--- config.mk ---
export PLATFORM = sky130hd
export DESIGN_NAME = cgr_regs
export DESIGN_NICKNAME = d
export VERILOG_FILES = /design/src/cgr_regs.v
export VERILOG_INCLUDE_DIRS = /design/src
export SDC_FILE = /design/constraint.sdc
export NUM_CORES = 1
export LEC_CHECK = 0
export ABC_AREA = 1
export BUFFER_PORTS_ARGS = -buffer_cell sky130_fd_sc_hd__buf_2
export CELL_PAD_IN_SITES_DETAIL_PLACEMENT = 0
export CELL_PAD_IN_SITES_GLOBAL_PLACEMENT = 1
export CORE_MARGIN = 2
export CORE_UTILIZATION = 33
export CTS_CLUSTER_DIAMETER = 50
export DETAILED_ROUTE_END_ITERATION = 6
export PLACE_DENSITY = 0.83
export SLEW_MARGIN = 20
export SYNTH_ARGS = -nofsm -noshare
export SYNTH_HDL_FRONTEND = slang
export SYNTH_SLANG_ARGS = --single-unit
--- constraint.sdc ---
create_clock -name pclk -period 0.9 [get_ports pclk]
set_input_delay 0 -clock pclk [delete_from_list [all_inputs] [get_ports pclk]]
set_output_delay 0 -clock pclk [all_outputs]
set_load 0.005 [all_outputs]
--- src/cgr_defines.vh ---
// constants for the codec gain and routing register bank
// assumes an apb slave with 32-bit data, byte addresses, one word per register
// Summary of operation
// - adc gain code 0 is 0 dB, each code step adds 1.5 dB; low five ones mute.
// - dac gain code 0 is 0 dB, each step adds 1.5 dB attenuation.
// - dac codes above -36 dB group give -42, -48, -54 dB; low five ones mute.
// - sidetone bits 5..3 analog gain, 000 is -9 dB, -3 dB steps, 111 mutes.
// - sidetone bits 2..0 digital gain, 000 is -9 dB, -3 dB steps, 111 mutes.
// - speaker gain bits 5..4 give 0 to 3 dB, reset 00.
// - input routing bit 6 loops headset input to headset output, reset 0.
// - input routing bit 5 loops handset input to handset output, reset 0.
// - input routing bit 4 routes caller id input to adc, reset 0.
// - input routing bit 3 routes line input to adc, reset 0.
// - input routing bit 2 routes microphone to adc, reset 0.
// - input routing bit 1 routes handset input to adc, reset 0.
// - input routing bit 0 routes headset input to adc, reset 0.
// - output routing bits 3..0 send dac to speaker, line, handset, headset.
// - output routing bit 5 sidetone to headset, bit 4 to handset, reset 0.
`ifndef CGR_DEFINES_VH
`define CGR_DEFINES_VH

// ****************************************
// addresses
// ****************************************
`define CGR_ADDR_GAIN 12'h000
`define CGR_ADDR_ROUTE 12'h004
`define CGR_ADDR_ADC 12'h008
`define CGR_ADDR_READ_DAC 12'h00C
`define CGR_ADDR_READ_SIDE 12'h010
`define CGR_ADDR_READ_SPK 12'h014
`define CGR_ADDR_READ_IN 12'h018
`define CGR_ADDR_READ_OUT 12'h01C

// ****************************************
// selector codes
// ****************************************
`define CGR_SEL_DAC 2'b01
`define CGR_SEL_SIDE 2'b10
`define CGR_SEL_SPK 2'b11
`define CGR_SEL_ADC 2'b00

// ****************************************
// field masks and resets
// ****************************************
`define CGR_MASK_GAIN6 8'h3F
`define CGR_MASK_SIDE 8'h3F
`define CGR_MASK_SPK 8'h30
`define CGR_MASK_IN 8'h7F
`define CGR_MASK_OUT 8'h3F
`define CGR_RESET_BYTE 8'h00
`define CGR_MUTE5 5'h1F
`define CGR_MUTE3 3'h7

`endif

--- src/cgr_regs.v ---
// codec gain and routing register bank behind an apb slave
// assumes pclk 25 MHz, apb master from same domain, outputs feed analog front end
`timescale 1ns/1ps
`default_nettype none
`include "cgr_defines.vh"

module cgr_regs (
    input wire pclk,
    input wire presetn,
    input wire psel,
    input wire penable,
    input wire pwrite,
    input wire [11:0] paddr,
    input wire [31:0] pwdata,
    output wire pready,
    output reg [31:0] prdata,
    output wire pslverr,
    output reg [5:0] adc_gain_code,
    output reg [5:0] dac_gain_code,
    output reg dac_mute,
    output reg adc_mute,
    output reg [2:0] analog_sidetone_gain,
    output reg analog_sidetone_mute,
    output reg [2:0] digital_sidetone_gain,
    output reg digital_sidetone_mute,
    output reg [1:0] speaker_gain,
    output reg headset_loop_through,
    output reg handset_loop_through,
    output reg callerid_to_adc,
    output reg line_in_to_adc,
    output reg microphone_to_adc,
    output reg handset_in_to_adc,
    output reg headset_in_to_adc,
    output reg sidetone_to_headset,
    output reg sidetone_to_handset,
    output reg dac_to_speaker,
    output reg dac_to_line_out,
    output reg dac_to_handset_out,
    output reg dac_to_headset_out
);

    // ****************************************
    // bus decode
    // ****************************************
    wire wr_en;
    wire rd_hit;
    wire [7:0] wbyte;
    wire [1:0] sel;
    wire gain_wr;
    wire route_wr;
    wire adc_wr;
    reg [7:0] adc_gain_reg;
    reg [7:0] dac_gain_reg;
    reg [7:0] sidetone_gain_reg;
    reg [7:0] speaker_gain_reg;
    reg [7:0] input_route_reg;
    reg [7:0] output_route_reg;
    reg [7:0] next_rdata;
    reg known;
    wire adc_load;
    wire dac_load;
    wire side_load;
    wire spk_load;
    wire in_load;
    wire out_load;
    reg [7:0] next_adc_gain;
    reg [7:0] next_dac_gain;
    reg [7:0] next_side_gain;
    reg [7:0] next_spk_gain;
    reg [7:0] next_in_route;
    reg [7:0] next_out_route;
    wire [7:0] rd_adc;
    wire [7:0] rd_dac;
    wire [7:0] rd_side;
    wire [7:0] rd_spk;
    wire [7:0] rd_in;
    wire [7:0] rd_out;

    // ****************************************
    // apb handshake and word decode
    // ****************************************
    // unmapped words answer with an error but never stall
    // zero wait states keep the slave trivially predictable
    assign pready = 1'b1;
    assign wr_en = psel & penable & pwrite;
    assign wbyte = pwdata[7:0];
    assign sel = wbyte[7:6];
    assign gain_wr = wr_en & (paddr == `CGR_ADDR_GAIN);
    assign route_wr = wr_en & (paddr == `CGR_ADDR_ROUTE);
    // adc gain shares selector 00 with no other, so it has its own word
    assign adc_wr = wr_en & (paddr == `CGR_ADDR_ADC);
    assign rd_hit = psel & ~pwrite;
    assign pslverr = psel & penable & ~known;

    // ****************************************
    // sub-register write strobes
    // ****************************************
    // only the sub-register named by the selector bits may load, except adc gain, which also loads from its own word
    // the gain port splits on d7..d6, the route port on d7 alone
    assign adc_load = adc_wr | (gain_wr & (sel == `CGR_SEL_ADC));
    assign dac_load = gain_wr & (sel == `CGR_SEL_DAC);
    assign side_load = gain_wr & (sel == `CGR_SEL_SIDE);
    assign spk_load = gain_wr & (sel == `CGR_SEL_SPK);
    assign in_load = route_wr & ~wbyte[7];
    assign out_load = route_wr & wbyte[7];

    // ****************************************
    // sub-register storage
    // ****************************************
    // selector bits are not stored; masks drop reserved bits at the door
    // a write to an unmapped or readback word loads nothing
    // adc gain, from the direct word or selector 00
    always @* begin
        next_adc_gain = adc_gain_reg;
        if (adc_load) begin
            next_adc_gain = wbyte & `CGR_MASK_GAIN6;
        end
    end

    always @(posedge pclk or negedge presetn) begin
        if (!presetn) begin
            adc_gain_reg <= `CGR_RESET_BYTE;
        end else begin
            adc_gain_reg <= next_adc_gain;
        end
    end

    // dac gain, selector 01
    always @* begin
        next_dac_gain = dac_gain_reg;
        if (dac_load) begin
            next_dac_gain = wbyte & `CGR_MASK_GAIN6;
        end
    end

    always @(posedge pclk or negedge presetn) begin
        if (!presetn) begin
            dac_gain_reg <= `CGR_RESET_BYTE;
        end else begin
            dac_gain_reg <= next_dac_gain;
        end
    end

    // analog and digital sidetone, selector 10
    always @* begin
        next_side_gain = sidetone_gain_reg;
        if (side_load) begin
            next_side_gain = wbyte & `CGR_MASK_SIDE;
        end
    end

    always @(posedge pclk or negedge presetn) begin
        if (!presetn) begin
            sidetone_gain_reg <= `CGR_RESET_BYTE;
        end else begin
            sidetone_gain_reg <= next_side_gain;
        end
    end

    // speaker gain, selector 11
    always @* begin
        next_spk_gain = speaker_gain_reg;
        if (spk_load) begin
            next_spk_gain = wbyte & `CGR_MASK_SPK;
        end
    end

    always @(posedge pclk or negedge presetn) begin
        if (!presetn) begin
            speaker_gain_reg <= `CGR_RESET_BYTE;
        end else begin
            speaker_gain_reg <= next_spk_gain;
        end
    end

    // input routing, route port with d7 clear
    always @* begin
        next_in_route = input_route_reg;
        if (in_load) begin
            next_in_route = wbyte & `CGR_MASK_IN;
        end
    end

    always @(posedge pclk or negedge presetn) begin
        if (!presetn) begin
            input_route_reg <= `CGR_RESET_BYTE;
        end else begin
            input_route_reg <= next_in_route;
        end
    end

    // output routing, route port with d7 set
    always @* begin
        next_out_route = output_route_reg;
        if (out_load) begin
            next_out_route = wbyte & `CGR_MASK_OUT;
        end
    end

    always @(posedge pclk or negedge presetn) begin
        if (!presetn) begin
            output_route_reg <= `CGR_RESET_BYTE;
        end else begin
            output_route_reg <= next_out_route;
        end
    end

    // ****************************************
    // readback words
    // ****************************************
    assign rd_adc = adc_gain_reg;
    assign rd_dac = {`CGR_SEL_DAC, dac_gain_reg[5:0]};
    assign rd_side = {`CGR_SEL_SIDE, sidetone_gain_reg[5:0]};
    assign rd_spk = {`CGR_SEL_SPK, speaker_gain_reg[5:0]};
    // d7 reads back as the input selector, zero
    assign rd_in = input_route_reg;
    // reserved bit 6 always reads zero
    assign rd_out = {1'b1, 1'b0, output_route_reg[5:0]};

    // ****************************************
    // readback, selector bits reinserted
    // ****************************************
    always @* begin
        known = 1'b1;
        next_rdata = 8'h00;
        case (paddr)
            `CGR_ADDR_GAIN: next_rdata = 8'h00;
            `CGR_ADDR_ROUTE: next_rdata = 8'h00;
            `CGR_ADDR_ADC: next_rdata = rd_adc;
            `CGR_ADDR_READ_DAC: next_rdata = rd_dac;
            `CGR_ADDR_READ_SIDE: next_rdata = rd_side;
            `CGR_ADDR_READ_SPK: next_rdata = rd_spk;
            `CGR_ADDR_READ_IN: next_rdata = rd_in;
            `CGR_ADDR_READ_OUT: next_rdata = rd_out;
            default: known = 1'b0;
        endcase
    end

    // read data registered in the setup cycle, valid in the access phase
    always @(posedge pclk or negedge presetn) begin
        if (!presetn) begin
            prdata <= 32'h0000_0000;
        end else if (rd_hit & ~penable) begin
            prdata <= {24'h00_0000, next_rdata};
        end
    end

    // ****************************************
    // front end settings
    // ****************************************
    // every setting is a flop so the analog side never sees decode glitches
    // adc gain and its mute code
    always @(posedge pclk or negedge presetn) begin
        if (!presetn) begin
            adc_gain_code <= 6'h00;
            adc_mute <= 1'b0;
        end else begin
            adc_gain_code <= adc_gain_reg[5:0];
            adc_mute <= adc_gain_reg[4:0] == `CGR_MUTE5;
        end
    end

    // dac gain and its mute code
    always @(posedge pclk or negedge presetn) begin
        if (!presetn) begin
            dac_gain_code <= 6'h00;
            dac_mute <= 1'b0;
        end else begin
            dac_gain_code <= dac_gain_reg[5:0];
            // low five ones mute; codes just below give -42/-48/-54 dB
            dac_mute <= dac_gain_reg[4:0] == `CGR_MUTE5;
        end
    end

    // analog and digital sidetone
    // code 111 in either field mutes that path
    always @(posedge pclk or negedge presetn) begin
        if (!presetn) begin
            analog_sidetone_gain <= 3'h0;
            analog_sidetone_mute <= 1'b0;
            digital_sidetone_gain <= 3'h0;
            digital_sidetone_mute <= 1'b0;
        end else begin
            analog_sidetone_gain <= sidetone_gain_reg[5:3];
            analog_sidetone_mute <= sidetone_gain_reg[5:3] == `CGR_MUTE3;
            digital_sidetone_gain <= sidetone_gain_reg[2:0];
            digital_sidetone_mute <= sidetone_gain_reg[2:0] == `CGR_MUTE3;
        end
    end

    // speaker gain; the low nibble is reserved and never stored
    always @(posedge pclk or negedge presetn) begin
        if (!presetn) begin
            speaker_gain <= 2'h0;
        end else begin
            speaker_gain <= speaker_gain_reg[5:4];
        end
    end

    // input routing: loop-through bits bypass the adc,
    // the rest choose which inputs reach it
    always @(posedge pclk or negedge presetn) begin
        if (!presetn) begin
            headset_loop_through <= 1'b0;
            handset_loop_through <= 1'b0;
            callerid_to_adc <= 1'b0;
            line_in_to_adc <= 1'b0;
            microphone_to_adc <= 1'b0;
            handset_in_to_adc <= 1'b0;
            headset_in_to_adc <= 1'b0;
        end else begin
            headset_loop_through <= input_route_reg[6];
            handset_loop_through <= input_route_reg[5];
            callerid_to_adc <= input_route_reg[4];
            line_in_to_adc <= input_route_reg[3];
            microphone_to_adc <= input_route_reg[2];
            handset_in_to_adc <= input_route_reg[1];
            headset_in_to_adc <= input_route_reg[0];
        end
    end

    // output routing: sidetone and dac destinations
    // bit 6 is reserved, only 5..0 reach the switches
    always @(posedge pclk or negedge presetn) begin
        if (!presetn) begin
            sidetone_to_headset <= 1'b0;
            sidetone_to_handset <= 1'b0;
            dac_to_speaker <= 1'b0;
            dac_to_line_out <= 1'b0;
            dac_to_handset_out <= 1'b0;
            dac_to_headset_out <= 1'b0;
        end else begin
            sidetone_to_headset <= output_route_reg[5];
            sidetone_to_handset <= output_route_reg[4];
            dac_to_speaker <= output_route_reg[3];
            dac_to_line_out <= output_route_reg[2];
            dac_to_handset_out <= output_route_reg[1];
            dac_to_headset_out <= output_route_reg[0];
        end
    end

endmodule // cgr_regs
`default_nettype wire

==> flow_summary.toml, run 1 <==
[place]
total_instance_count_after_detailed_placement = 588
gpl.final_weighted_congestion = 0.8715
dp_slack_ns = -0.4077
port_buffers = 70
dp_hpwl_um = 5715

[layout]
finalCoreUtilization_pct = 49.07
area.growth.synth_to_final_pct = 44.86
post_route_cells_drive_above_1_share_pct = 44.88
count_of_placed_standard_cells_in_the_final_layout_fillers_left_out = 621
fin_nets = 532
antenna_cells = 0
max_ffs_per_register = 8

[run_status]
status = "finished with violations"
violations_in_the_final_reports = "setup timing"

[floorplanning]
dieHeight_um = 104.2
fp.dieW_um = 104.2
fp-row-count = 36
dieArea_um2 = 10850
initial_core_util_pct = 33.87
core_region_area_um2 = 9774
pin_count = 120

[setup_path]
worst_r2r_startpoint = "input_route_reg[2]$_DFFE_PN0P_"
crit_path_max_fanout = 2
timing.reg2reg.worst_path_depth = 4
crit_path_start = "prdata[4]$_DFFE_PN0P_"
critical_path.reg2reg.endpoint = "prdata[2]$_DFFE_PN0P_"
setup.worst_path.end = "prdata[4]"
reg2reg_setup_slack_ns = -0.02
arrival_ns = 0.98
setup.worst_path.start_class = "flip-flop"
critPathKind = "flip-flop to output port"
crit_required_ns = 0.90
timing.critical_path.to_type = "output port"

[yosys]
count_of_warnings_emitted_by_yosys = 0
postSynth.asyncResetShare_pct = 100.0
synth_enable_flop_cells = 0
synth.ff_latch_count = 78
synth_top_area_share_pct = 58.96
postSynthAreaPerCell_um2 = 9.883
synth-main-ff-cell = "sky130_fd_sc_hd__dfrtp_1"
yosys.cell_count.top_type = "sky130_fd_sc_hd__dfrtp_1"
synthesis.area_um2 = 3311
distinct_cell_type_count_after_synthesis = 26
ys_seq_area_share_pct = 58.96
synth.largest_area_cell = "sky130_fd_sc_hd__dfrtp_1"
netlist_top_cells_count = "sky130_fd_sc_hd__dfrtp_1 (78), sky130_fd_sc_hd__nand2_1 (69), sky130_fd_sc_hd__nand3_1 (48), sky130_fd_sc_hd__buf_4 (25)"
synth_area_leaders = "sky130_fd_sc_hd__dfrtp_1 (59%), sky130_fd_sc_hd__nand2_1 (7.8%), sky130_fd_sc_hd__nand3_1 (7.3%)"
post_synth_inst_count = 335

[drt]
vias = 2754
first_pass_iters = 4
vias_per_cell = 4.435
routedLengthMet1_um = 3703
route.detailed.wl_per_inst_um = 12.98
routed_wl_um = 8063
drt.antenna.violating_nets = 0
route.met3.wl_um = 470
post-route-drc-count = 0
route.top_layer_used = "met4"
met2RoutedLength_um = 3713
drt_iter0_markers = 170

[power_and_ir_drop]
leak_pwr_nw = 2.668
power_density_nw_per_um2 = 1389
power.share.switching_pct = 23.15
clockPowerShare_pct = 38.9
total_switching_power_w = 0.001542
seq_power_share_pct = 53.0
fraction_of_power_consumed_by_combinational_cells_pct = 8.2
vdd_ir_drop_max_v = 0.0006586
internal_power_w = 0.005121

[global_route]
grt_pass1_vias = 2632
maximum_number_of_pins_on_one_net_before_global_route_repair = 79
antenna_violations_before_repair = 0
grt_overflow_total = 0
grt_use_total_pct = 15.43
grt_first_pass_wirelength_um = 13050

[timing]
finalSetupViolCount = 7
rsz0062_at_grt = "yes"
post-route-worst-setup-slack_ns = -0.07792
clock_skew_ns = 0.007741
period_minus_slack_ns = 0.9779
drv_slew = 0
final-hold-violation-count = 0
hold_ws_ns = 0.03043
setup-tns-final_ns = -0.2492
fmax_mhz = 1023
final_min_period_over_clock_period_pct = 108.7

[job]
drv.max_cap_violation_count = 0

[cts]
cts.clk_slew.worst_paths_ns = 0.08
cts-htree-levels = 3
tritoncts_clock_tree = "built"
clock_latency_of_the_later_clocked_register_in_the_worst_skew_pair_ns = 0.35
ctsRootBufferMaster = "sky130_fd_sc_hd__clkbuf_8"
cts_sinks = 78
number_of_buffers_created_by_cts = 9
clk_path_buf_depth = 2

[worst_hold_path]
hold_path.class = "input port to flip-flop"
[worst min-delay path by stage]
stage                         start                               to  cells after the start
after floorplan             presetn       adc_gain_code[0]$_DFF_PN0_                      0
after global placement      presetn     dac_to_handset_out$_DFF_PN0_                      2
after detailed placement    presetn     dac_to_handset_out$_DFF_PN0_                      2
after CTS                 pwdata[6]  speaker_gain_reg[5]$_DFFE_PN0P_                      3
after global routing      pwdata[6]      dac_gain_reg[2]$_DFFE_PN0P_                      3
final                     pwdata[6]  speaker_gain_reg[5]$_DFFE_PN0P_                      3
[stage by stage]
stage | area, µm² | total power, W
6_report | 4796 | 0.006663
5_1_grt | 4796 | 0.006945
4_1_cts | 4621 | 0.006727
3_5_place_dp | 4172 | 0.004009
3_3_place_gp | 4172 | 0.004001
2_1_floorplan | 3445 | 0.003818
[placed cells by master, fill, tap and decap left out, drive strengths merged, types with 4 or more instances in the layout]
cell type,instances
nand3,53
inv,24
nand2,73
clkbuf,11
dlygate4sd3,8
nor2,29
o21ai,29
buf,138
conb,25
dfrtp,78
o21bai,4
[critical path, stage by stage, from the launching register on]
cell and delay [ns]:
sky130_fd_sc_hd__dfrtp_1 0.41, sky130_fd_sc_hd__buf_6 0.12, sky130_fd_sc_hd__buf_6 0.10
[layer usage]
metal	GRT usage, %	vias up
met5	0	-
met4	7.625	0
met3	3.321	9
met2	23.26	107
met1	21.09	1302
li1	-	1336
[repair_timing]
action / CTS / global route
endpoints found under the hold margin: 88 / 0
pin swaps: 8 / 11
hold buffers: 8 / 0
gates resized for setup: 40 / 29
buffers inserted: 2 / 6
endpoints found under the setup margin: 13 / 39
gates cloned: 0 / 1
[cell families after synthesis]
kind of cell	Yosys count	synth area share (%)
other	2	0.2268
DFF	78	58.96
AOI/OAI and AO/OA	36	7.029
and+or+nand+nor	161	23.32
buffers and inverters	58	10.47
[power groups by stage]
stage	clock network (W)	registers, W	logic [W]
detailed placement	0	0.00360	0.000413
finish	0.00259	0.00353	0.000543
floorplan	0	0.00360	0.000221
global route	0.00281	0.00353	0.000598
CTS	0.00268	0.00353	0.000521
global placement	0	0.00360	0.000405
[cell type report]
cell class,count,area [µm²]
fillers,926,4979
flip-flops and latches,78,1952
multi-input cells,223,1328
repair buffers,146,1052
well taps,133,166.4
clock buffers,11,141.4
inverters,25,97.59
clock inverters,5,58.81
Note: power is estimated with default switching activity, not from simulation.
==> run 2: changes to the inputs <==
--- a/config.mk
+++ b/config.mk
@@ -14,6 +14,7 @@
 export CORE_UTILIZATION = 33
 export CTS_CLUSTER_DIAMETER = 50
 export DETAILED_ROUTE_END_ITERATION = 6
+export GPL_TIMING_DRIVEN = 0
 export PLACE_DENSITY = 0.83
 export SLEW_MARGIN = 20
 export SYNTH_ARGS = -nofsm -noshare
==> flow_summary.toml, run 2 (synthesis results as in run 1) <==
[floorplanning]
pin_count = 120
dieArea_um2 = 10850
fp-row-count = 36
dieHeight_um = 104.2
initial_core_util_pct = 33.87
fp.dieW_um = 104.2
core_region_area_um2 = 9774

[cts]
ctsRootBufferMaster = "sky130_fd_sc_hd__clkbuf_8"
clock_latency_of_the_later_clocked_register_in_the_worst_skew_pair_ns = 0.36
tritoncts_clock_tree = "built"
cts_sinks = 78
cts.clk_slew.worst_paths_ns = 0.08
clk_path_buf_depth = 2
number_of_buffers_created_by_cts = 9
cts-htree-levels = 3

[drt]
vias = 2791
routed_wl_um = 8137
drt_iter0_markers = 131
vias_per_cell = 4.423
first_pass_iters = 4
drt.antenna.violating_nets = 0
post-route-drc-count = 0
route.detailed.wl_per_inst_um = 12.90

[job]
drv.max_cap_violation_count = 0

[setup_path]
crit_required_ns = 1.14
critical_path.top_delay_family = "flip-flops"
crit_path_max_fanout = 3
crit_path_cell_trace = "nand3_2, nand2_2, o21bai_1, nand2_1"
arrival_ns = 1.21
cp_slowest_stage_delay_ns = 0.43
timing.critical_path.buf_inv = 0
critPathKind = "flip-flop to flip-flop"
timing.critical_path.to_type = "flip-flop"
setup.worst_path.start_class = "flip-flop"
critical_path.slowest_cell = "sky130_fd_sc_hd__dfrtp_1"

[power_and_ir_drop]
clockPowerShare_pct = 41.4
power_density_nw_per_um2 = 1419
fraction_of_power_consumed_by_combinational_cells_pct = 7.6
vdd_ir_drop_max_v = 0.0007733
leak_pwr_nw = 2.730
power.share.switching_pct = 23.01
internal_power_w = 0.005319
total_switching_power_w = 0.001590
seq_power_share_pct = 51.0

[global_route]
grt_first_pass_wirelength_um = 13100
maximum_number_of_pins_on_one_net_before_global_route_repair = 53
grt_pass1_vias = 2692
antenna_violations_before_repair = 0
grt_use_total_pct = 15.41
grt_overflow_total = 0

[layout]
area.growth.synth_to_final_pct = 47.01
layout.cells.most_common = "sky130_fd_sc_hd__dfrtp_1"
fin_nets = 542
mostFrequentLayoutCells = "sky130_fd_sc_hd__dfrtp_1 (78), sky130_fd_sc_hd__buf_4 (71), sky130_fd_sc_hd__buf_2 (70)"
max_ffs_per_register = 8
antenna_cells = 0
finalInstanceArea_um2 = 4867
post_route_cells_drive_above_1_share_pct = 48.19

[timing]
setup-tns-final_ns = -0.6706
post-route-worst-setup-slack_ns = -0.06603
fmax_mhz = 1035
worst_slew_margin_rel_pct = 65.74
final_min_period_over_clock_period_pct = 107.3
hold_ws_ns = 0.03560
clock_skew_ns = 0.007285
drv_slew = 0
finalSetupViolCount = 25
period_minus_slack_ns = 0.9660
rsz0062_at_grt = "yes"
tightestPinTransition_ns = 0.5111
final-hold-violation-count = 0

[run_status]
violations_in_the_final_reports = "setup timing"
status = "finished with violations"

[place]
port_buffers = 70
dp_hpwl_um = 5692
post_dp_cell_area_um2 = 3991
gpl.final_weighted_congestion = 0.8544

[worst_hold_path]
hold_path.class = "input port to flip-flop"
## run 2: timing repair
item,in CTS,in global routing
buffers inserted,31,14
resized for setup,40,28
endpoints found under the setup margin,32,49
hold buffers,8,0
hold endpoints to repair,88,0
pin swaps,15,16
## run 2: worst paths after layout
path | from | end | slack [ns] | cells after the start
hold / removal | penable | prdata[6]$_DFFE_PN0P_ | 0.04 | 4
min in group asynchronous | presetn | dac_to_handset_out$_DFF_PN0_ | 0.09 | 2
max in group asynchronous | presetn | dac_gain_reg[5]$_DFFE_PN0P_ | 0.25 | 3
setup reg to reg | dac_gain_reg[1]$_DFFE_PN0P_ | prdata[1]$_DFFE_PN0P_ | -0.07 | 4
setup / recovery | dac_gain_reg[1]$_DFFE_PN0P_ | prdata[1]$_DFFE_PN0P_ | -0.07 | 4
hold reg to reg | speaker_gain_reg[5]$_DFFE_PN0P_ | speaker_gain[1]$_DFF_PN0_ | 0.43 | 0
## run 2: cell type report
cell class / count / area, µm²
Inverter: 25 / 96.34
Multi-Input combinational cell: 222 / 1348
Fill cell: 903 / 4907
Clock inverter: 7 / 96.34
Tap cell: 133 / 166.4
Buffer: 33 / 270.3
Sequential cell: 78 / 1952
Clock buffer: 9 / 123.9
Timing Repair Buffer: 124 / 814.5
## run 2: worst register-to-register path, cell delays in order (launching register included)
cell and delay [ns]:
sky130_fd_sc_hd__dfrtp_1 0.43, sky130_fd_sc_hd__nand3_2 0.11, sky130_fd_sc_hd__nand2_2 0.06, sky130_fd_sc_hd__o21bai_1 0.19, sky130_fd_sc_hd__nand2_1 0.07
## run 2: power by group through the flow
stage / combinational [W] / clock (W) / sequential, W
floorplan: 0.000221 / 0 / 0.00360
global placement: 0.000410 / 0 / 0.00360
detailed placement: 0.000433 / 0 / 0.00360
CTS: 0.000507 / 0.00292 / 0.00353
global route: 0.000579 / 0.00305 / 0.00353
finish: 0.000523 / 0.00286 / 0.00353
## run 2: through the flow
stage	power, W	setup WS, ns	std cells	utilization [%]
6_report	0.006909	-0.06603	631	49.80
5_1_grt	0.007157	-0.1183	631	49.80
4_1_cts	0.006951	-0.1335	617	47.64
3_5_place_dp	0.004029	-0.4849	562	40.83
3_3_place_gp	0.004006	-0.6125	561	40.53
2_1_floorplan	0.003818	-0.08734	358	-
## run 2: per-layer routing
| metal | GRT usage (%) | routed length, µm | vias to the layer above |
|---|---|---|---|
| li1 | - | - | 1355 |
| met1 | 20.88 | 3631 | 1301 |
| met2 | 23.36 | 3736 | 118 |
| met3 | 3.571 | 558 | 17 |
| met4 | 7.432 | 211 | 0 |
| met5 | 0 | 0 | - |
==> run 3: changes to the inputs <==
--- a/config.mk
+++ b/config.mk
@@ -10,12 +10,14 @@
 export BUFFER_PORTS_ARGS = -buffer_cell sky130_fd_sc_hd__buf_2
 export CELL_PAD_IN_SITES_DETAIL_PLACEMENT = 0
 export CELL_PAD_IN_SITES_GLOBAL_PLACEMENT = 1
+export CORE_ASPECT_RATIO = 0.7
 export CORE_MARGIN = 2
 export CORE_UTILIZATION = 33
 export CTS_CLUSTER_DIAMETER = 50
 export DETAILED_ROUTE_END_ITERATION = 6
 export GPL_TIMING_DRIVEN = 0
 export PLACE_DENSITY = 0.83
+export SETUP_SLACK_MARGIN = 0.15
 export SLEW_MARGIN = 20
 export SYNTH_ARGS = -nofsm -noshare
 export SYNTH_HDL_FRONTEND = slang
==> flow_summary.toml, run 3 (synthesis results as in run 1) <==
[global_route]
grt.met1_usage_pct = 24.73
met2_usage_pct = 25.32
grt_first_pass_wirelength_um = 13860
grt_pass1_vias = 2629
maximum_number_of_pins_on_one_net_before_global_route_repair = 48
global_route.peak_usage_layer = "met2"
grt.met3_usage_pct = 5.859
antenna_violations_before_repair = 0
grt_overflow_total = 0
grt_use_total_pct = 17.34

[drt]
drt_iter0_markers = 236
drt.antenna.violating_nets = 0
routed_wl_um = 9428
vias_per_cell = 4.507
route.detailed.wl_per_inst_um = 14.85
first_pass_iters = 4
vias = 2862
post-route-drc-count = 0

[place]
gpl.final_weighted_congestion = 0.8713
total_instance_count_after_detailed_placement = 557
dp_hpwl_um = 5911
port_buffers = 70
post_dp_cell_area_um2 = 4003

[setup_path]
timing.critical_path.to_type = "flip-flop"
crit_required_ns = 1.12
critical_path.reg2reg.endpoint = "prdata[2]$_DFFE_PN0P_"
arrival_ns = 1.18
timing.reg2reg.worst_path_depth = 4
crit_path_max_fanout = 2
critPathKind = "flip-flop to flip-flop"
worst_r2r_startpoint = "sidetone_gain_reg[2]$_DFFE_PN0P_"
reg2reg_setup_slack_ns = -0.07
setup.worst_path.start_class = "flip-flop"

[cts]
tritoncts_clock_tree = "built"
cts_sinks = 78
cts-htree-levels = 3
cts.clk_slew.worst_paths_ns = 0.06
ctsRootBufferMaster = "sky130_fd_sc_hd__clkbuf_16"
clock_latency_of_the_later_clocked_register_in_the_worst_skew_pair_ns = 0.34
number_of_buffers_created_by_cts = 9
clk_path_buf_depth = 2
hold_buf_count_cts = 7

[layout]
count_of_placed_standard_cells_in_the_final_layout_fillers_left_out = 635
max_ffs_per_register = 8
layout.cells.most_common = "sky130_fd_sc_hd__dfrtp_1"
area.growth.synth_to_final_pct = 61.07
post_route_cells_drive_above_1_share_pct = 58.58
fin_nets = 551
mostFrequentLayoutCells = "sky130_fd_sc_hd__dfrtp_1 (74), sky130_fd_sc_hd__buf_2 (70), sky130_fd_sc_hd__buf_4 (56)"
finalCoreUtilization_pct = 54.85
finalInstanceArea_um2 = 5333
antenna_cells = 0
num-fill-cells = 825

[run_status]
violations_in_the_final_reports = "hold timing, setup timing"
status = "finished with violations"

[floorplanning]
initial_core_util_pct = 34.05
fp.dieW_um = 123.7
dieArea_um2 = 10860
fp-row-count = 30
core_region_area_um2 = 9722
pin_count = 120
dieHeight_um = 87.80

[timing]
clock_skew_ns = 0.005724
drv_slew = 0
final_min_period_over_clock_period_pct = 107.3
finalSetupViolCount = 21
fmax_mhz = 1036
rsz0062_at_grt = "yes"
setup-tns-final_ns = -0.6151
hold_ws_ns = -0.4013
final-hold-violation-count = 79
post-route-worst-setup-slack_ns = -0.06545
period_minus_slack_ns = 0.9655

[job]
drv.max_cap_violation_count = 0

[power_and_ir_drop]
leak_pwr_nw = 2.899
power_density_nw_per_um2 = 1440
vdd_ir_drop_max_v = 0.0008774

[worst_hold_path]
hold_path.class = "input port to async pin"
run 3: cell types whose count changed in the layout (fill, tap and decap cells not counted), sizes merged:
cell | before | now
buf | 149 | 158
dlygate4sd3 | 8 | 7
clkbuf | 9 | 10
bufinv | 2 | 1
clkinvlp | 0 | 2
clkinv | 4 | 3
run 3: layer usage:
layer / vias to the layer above / wire length, µm
met4: 0 / 140
met1: 1378 / 4229
met2: 102 / 4285
met3: 11 / 773
li1: 1371 / -
met5: - / 0
run 3: how the worst max path moves through the flow:
stage	from	to	slack [ns]	cells after the start
floorplan	paddr[11]	dac_gain_reg[2]$_DFFE_PN0P_	-0.09	9
global placement	presetn	callerid_to_adc$_DFF_PN0_	-0.64	1
detailed placement	paddr[1]	adc_gain_reg[3]$_DFFE_PN0P_	-0.40	8
CTS	sidetone_gain_reg[0]$_DFFE_PN0P_	prdata[0]$_DFFE_PN0P_	-0.06	4
global route	paddr[7]	input_route_reg[2]$_DFFE_PN0P_	-0.13	9
finish	sidetone_gain_reg[2]$_DFFE_PN0P_	prdata[2]$_DFFE_PN0P_	-0.07	4
run 3: cell type report:
class	count	area, µm²	share of cell area [%]
buffer	33	266.5	4.998
clock buffer	9	225.2	4.223
tap	128	160.2	3.003
clock inverter	7	72.57	1.361
timing repair buffer	133	1003	18.82
inverter	25	96.34	1.807
multi-input combinational	222	1551	29.09
sequential	78	1957	36.70
run 3: power by group:
part | switching, W | leakage, nW | total (W) | internal, W
Clock | 0.00146 | 0.142 | 0.00361 | 0.00215
Sequential | 0.00000861 | 1.07 | 0.00353 | 0.00352
Combinational | 0.000304 | 1.69 | 0.000541 | 0.000237
Total | 0.00177 | 2.90 | 0.00768 | 0.00591
run 3: critical path, stage by stage (launching register included):
cell,delay [ns]
sky130_fd_sc_hd__dfrtp_1,0.42
sky130_fd_sc_hd__nand3_1,0.10
sky130_fd_sc_hd__nand3_1,0.08
sky130_fd_sc_hd__o21bai_1,0.17
sky130_fd_sc_hd__nand2_1,0.08
run 3: timing repair:
item,4_1_cts,5_1_grt
buffers inserted,36,16
pin swaps,28,36
cloned,3,1
resized for setup,66,77
setup endpoints to repair,88,92
hold endpoints to repair,87,31
run 3: metrics by stage:
| step | hold WS, ns | setup WS [ns] | power (W) |
|---|---|---|---|
| final | -0.4013 | -0.06545 | 0.007680 |
| after global routing | -0.3700 | -0.1347 | 0.007961 |
| after CTS | -0.3903 | -0.06163 | 0.007690 |
| after detailed placement | -0.02681 | -0.3994 | 0.004040 |
| after global placement | 0.2259 | -0.6391 | 0.004022 |
| after floorplan | -0.2956 | -0.08718 | 0.003832 |
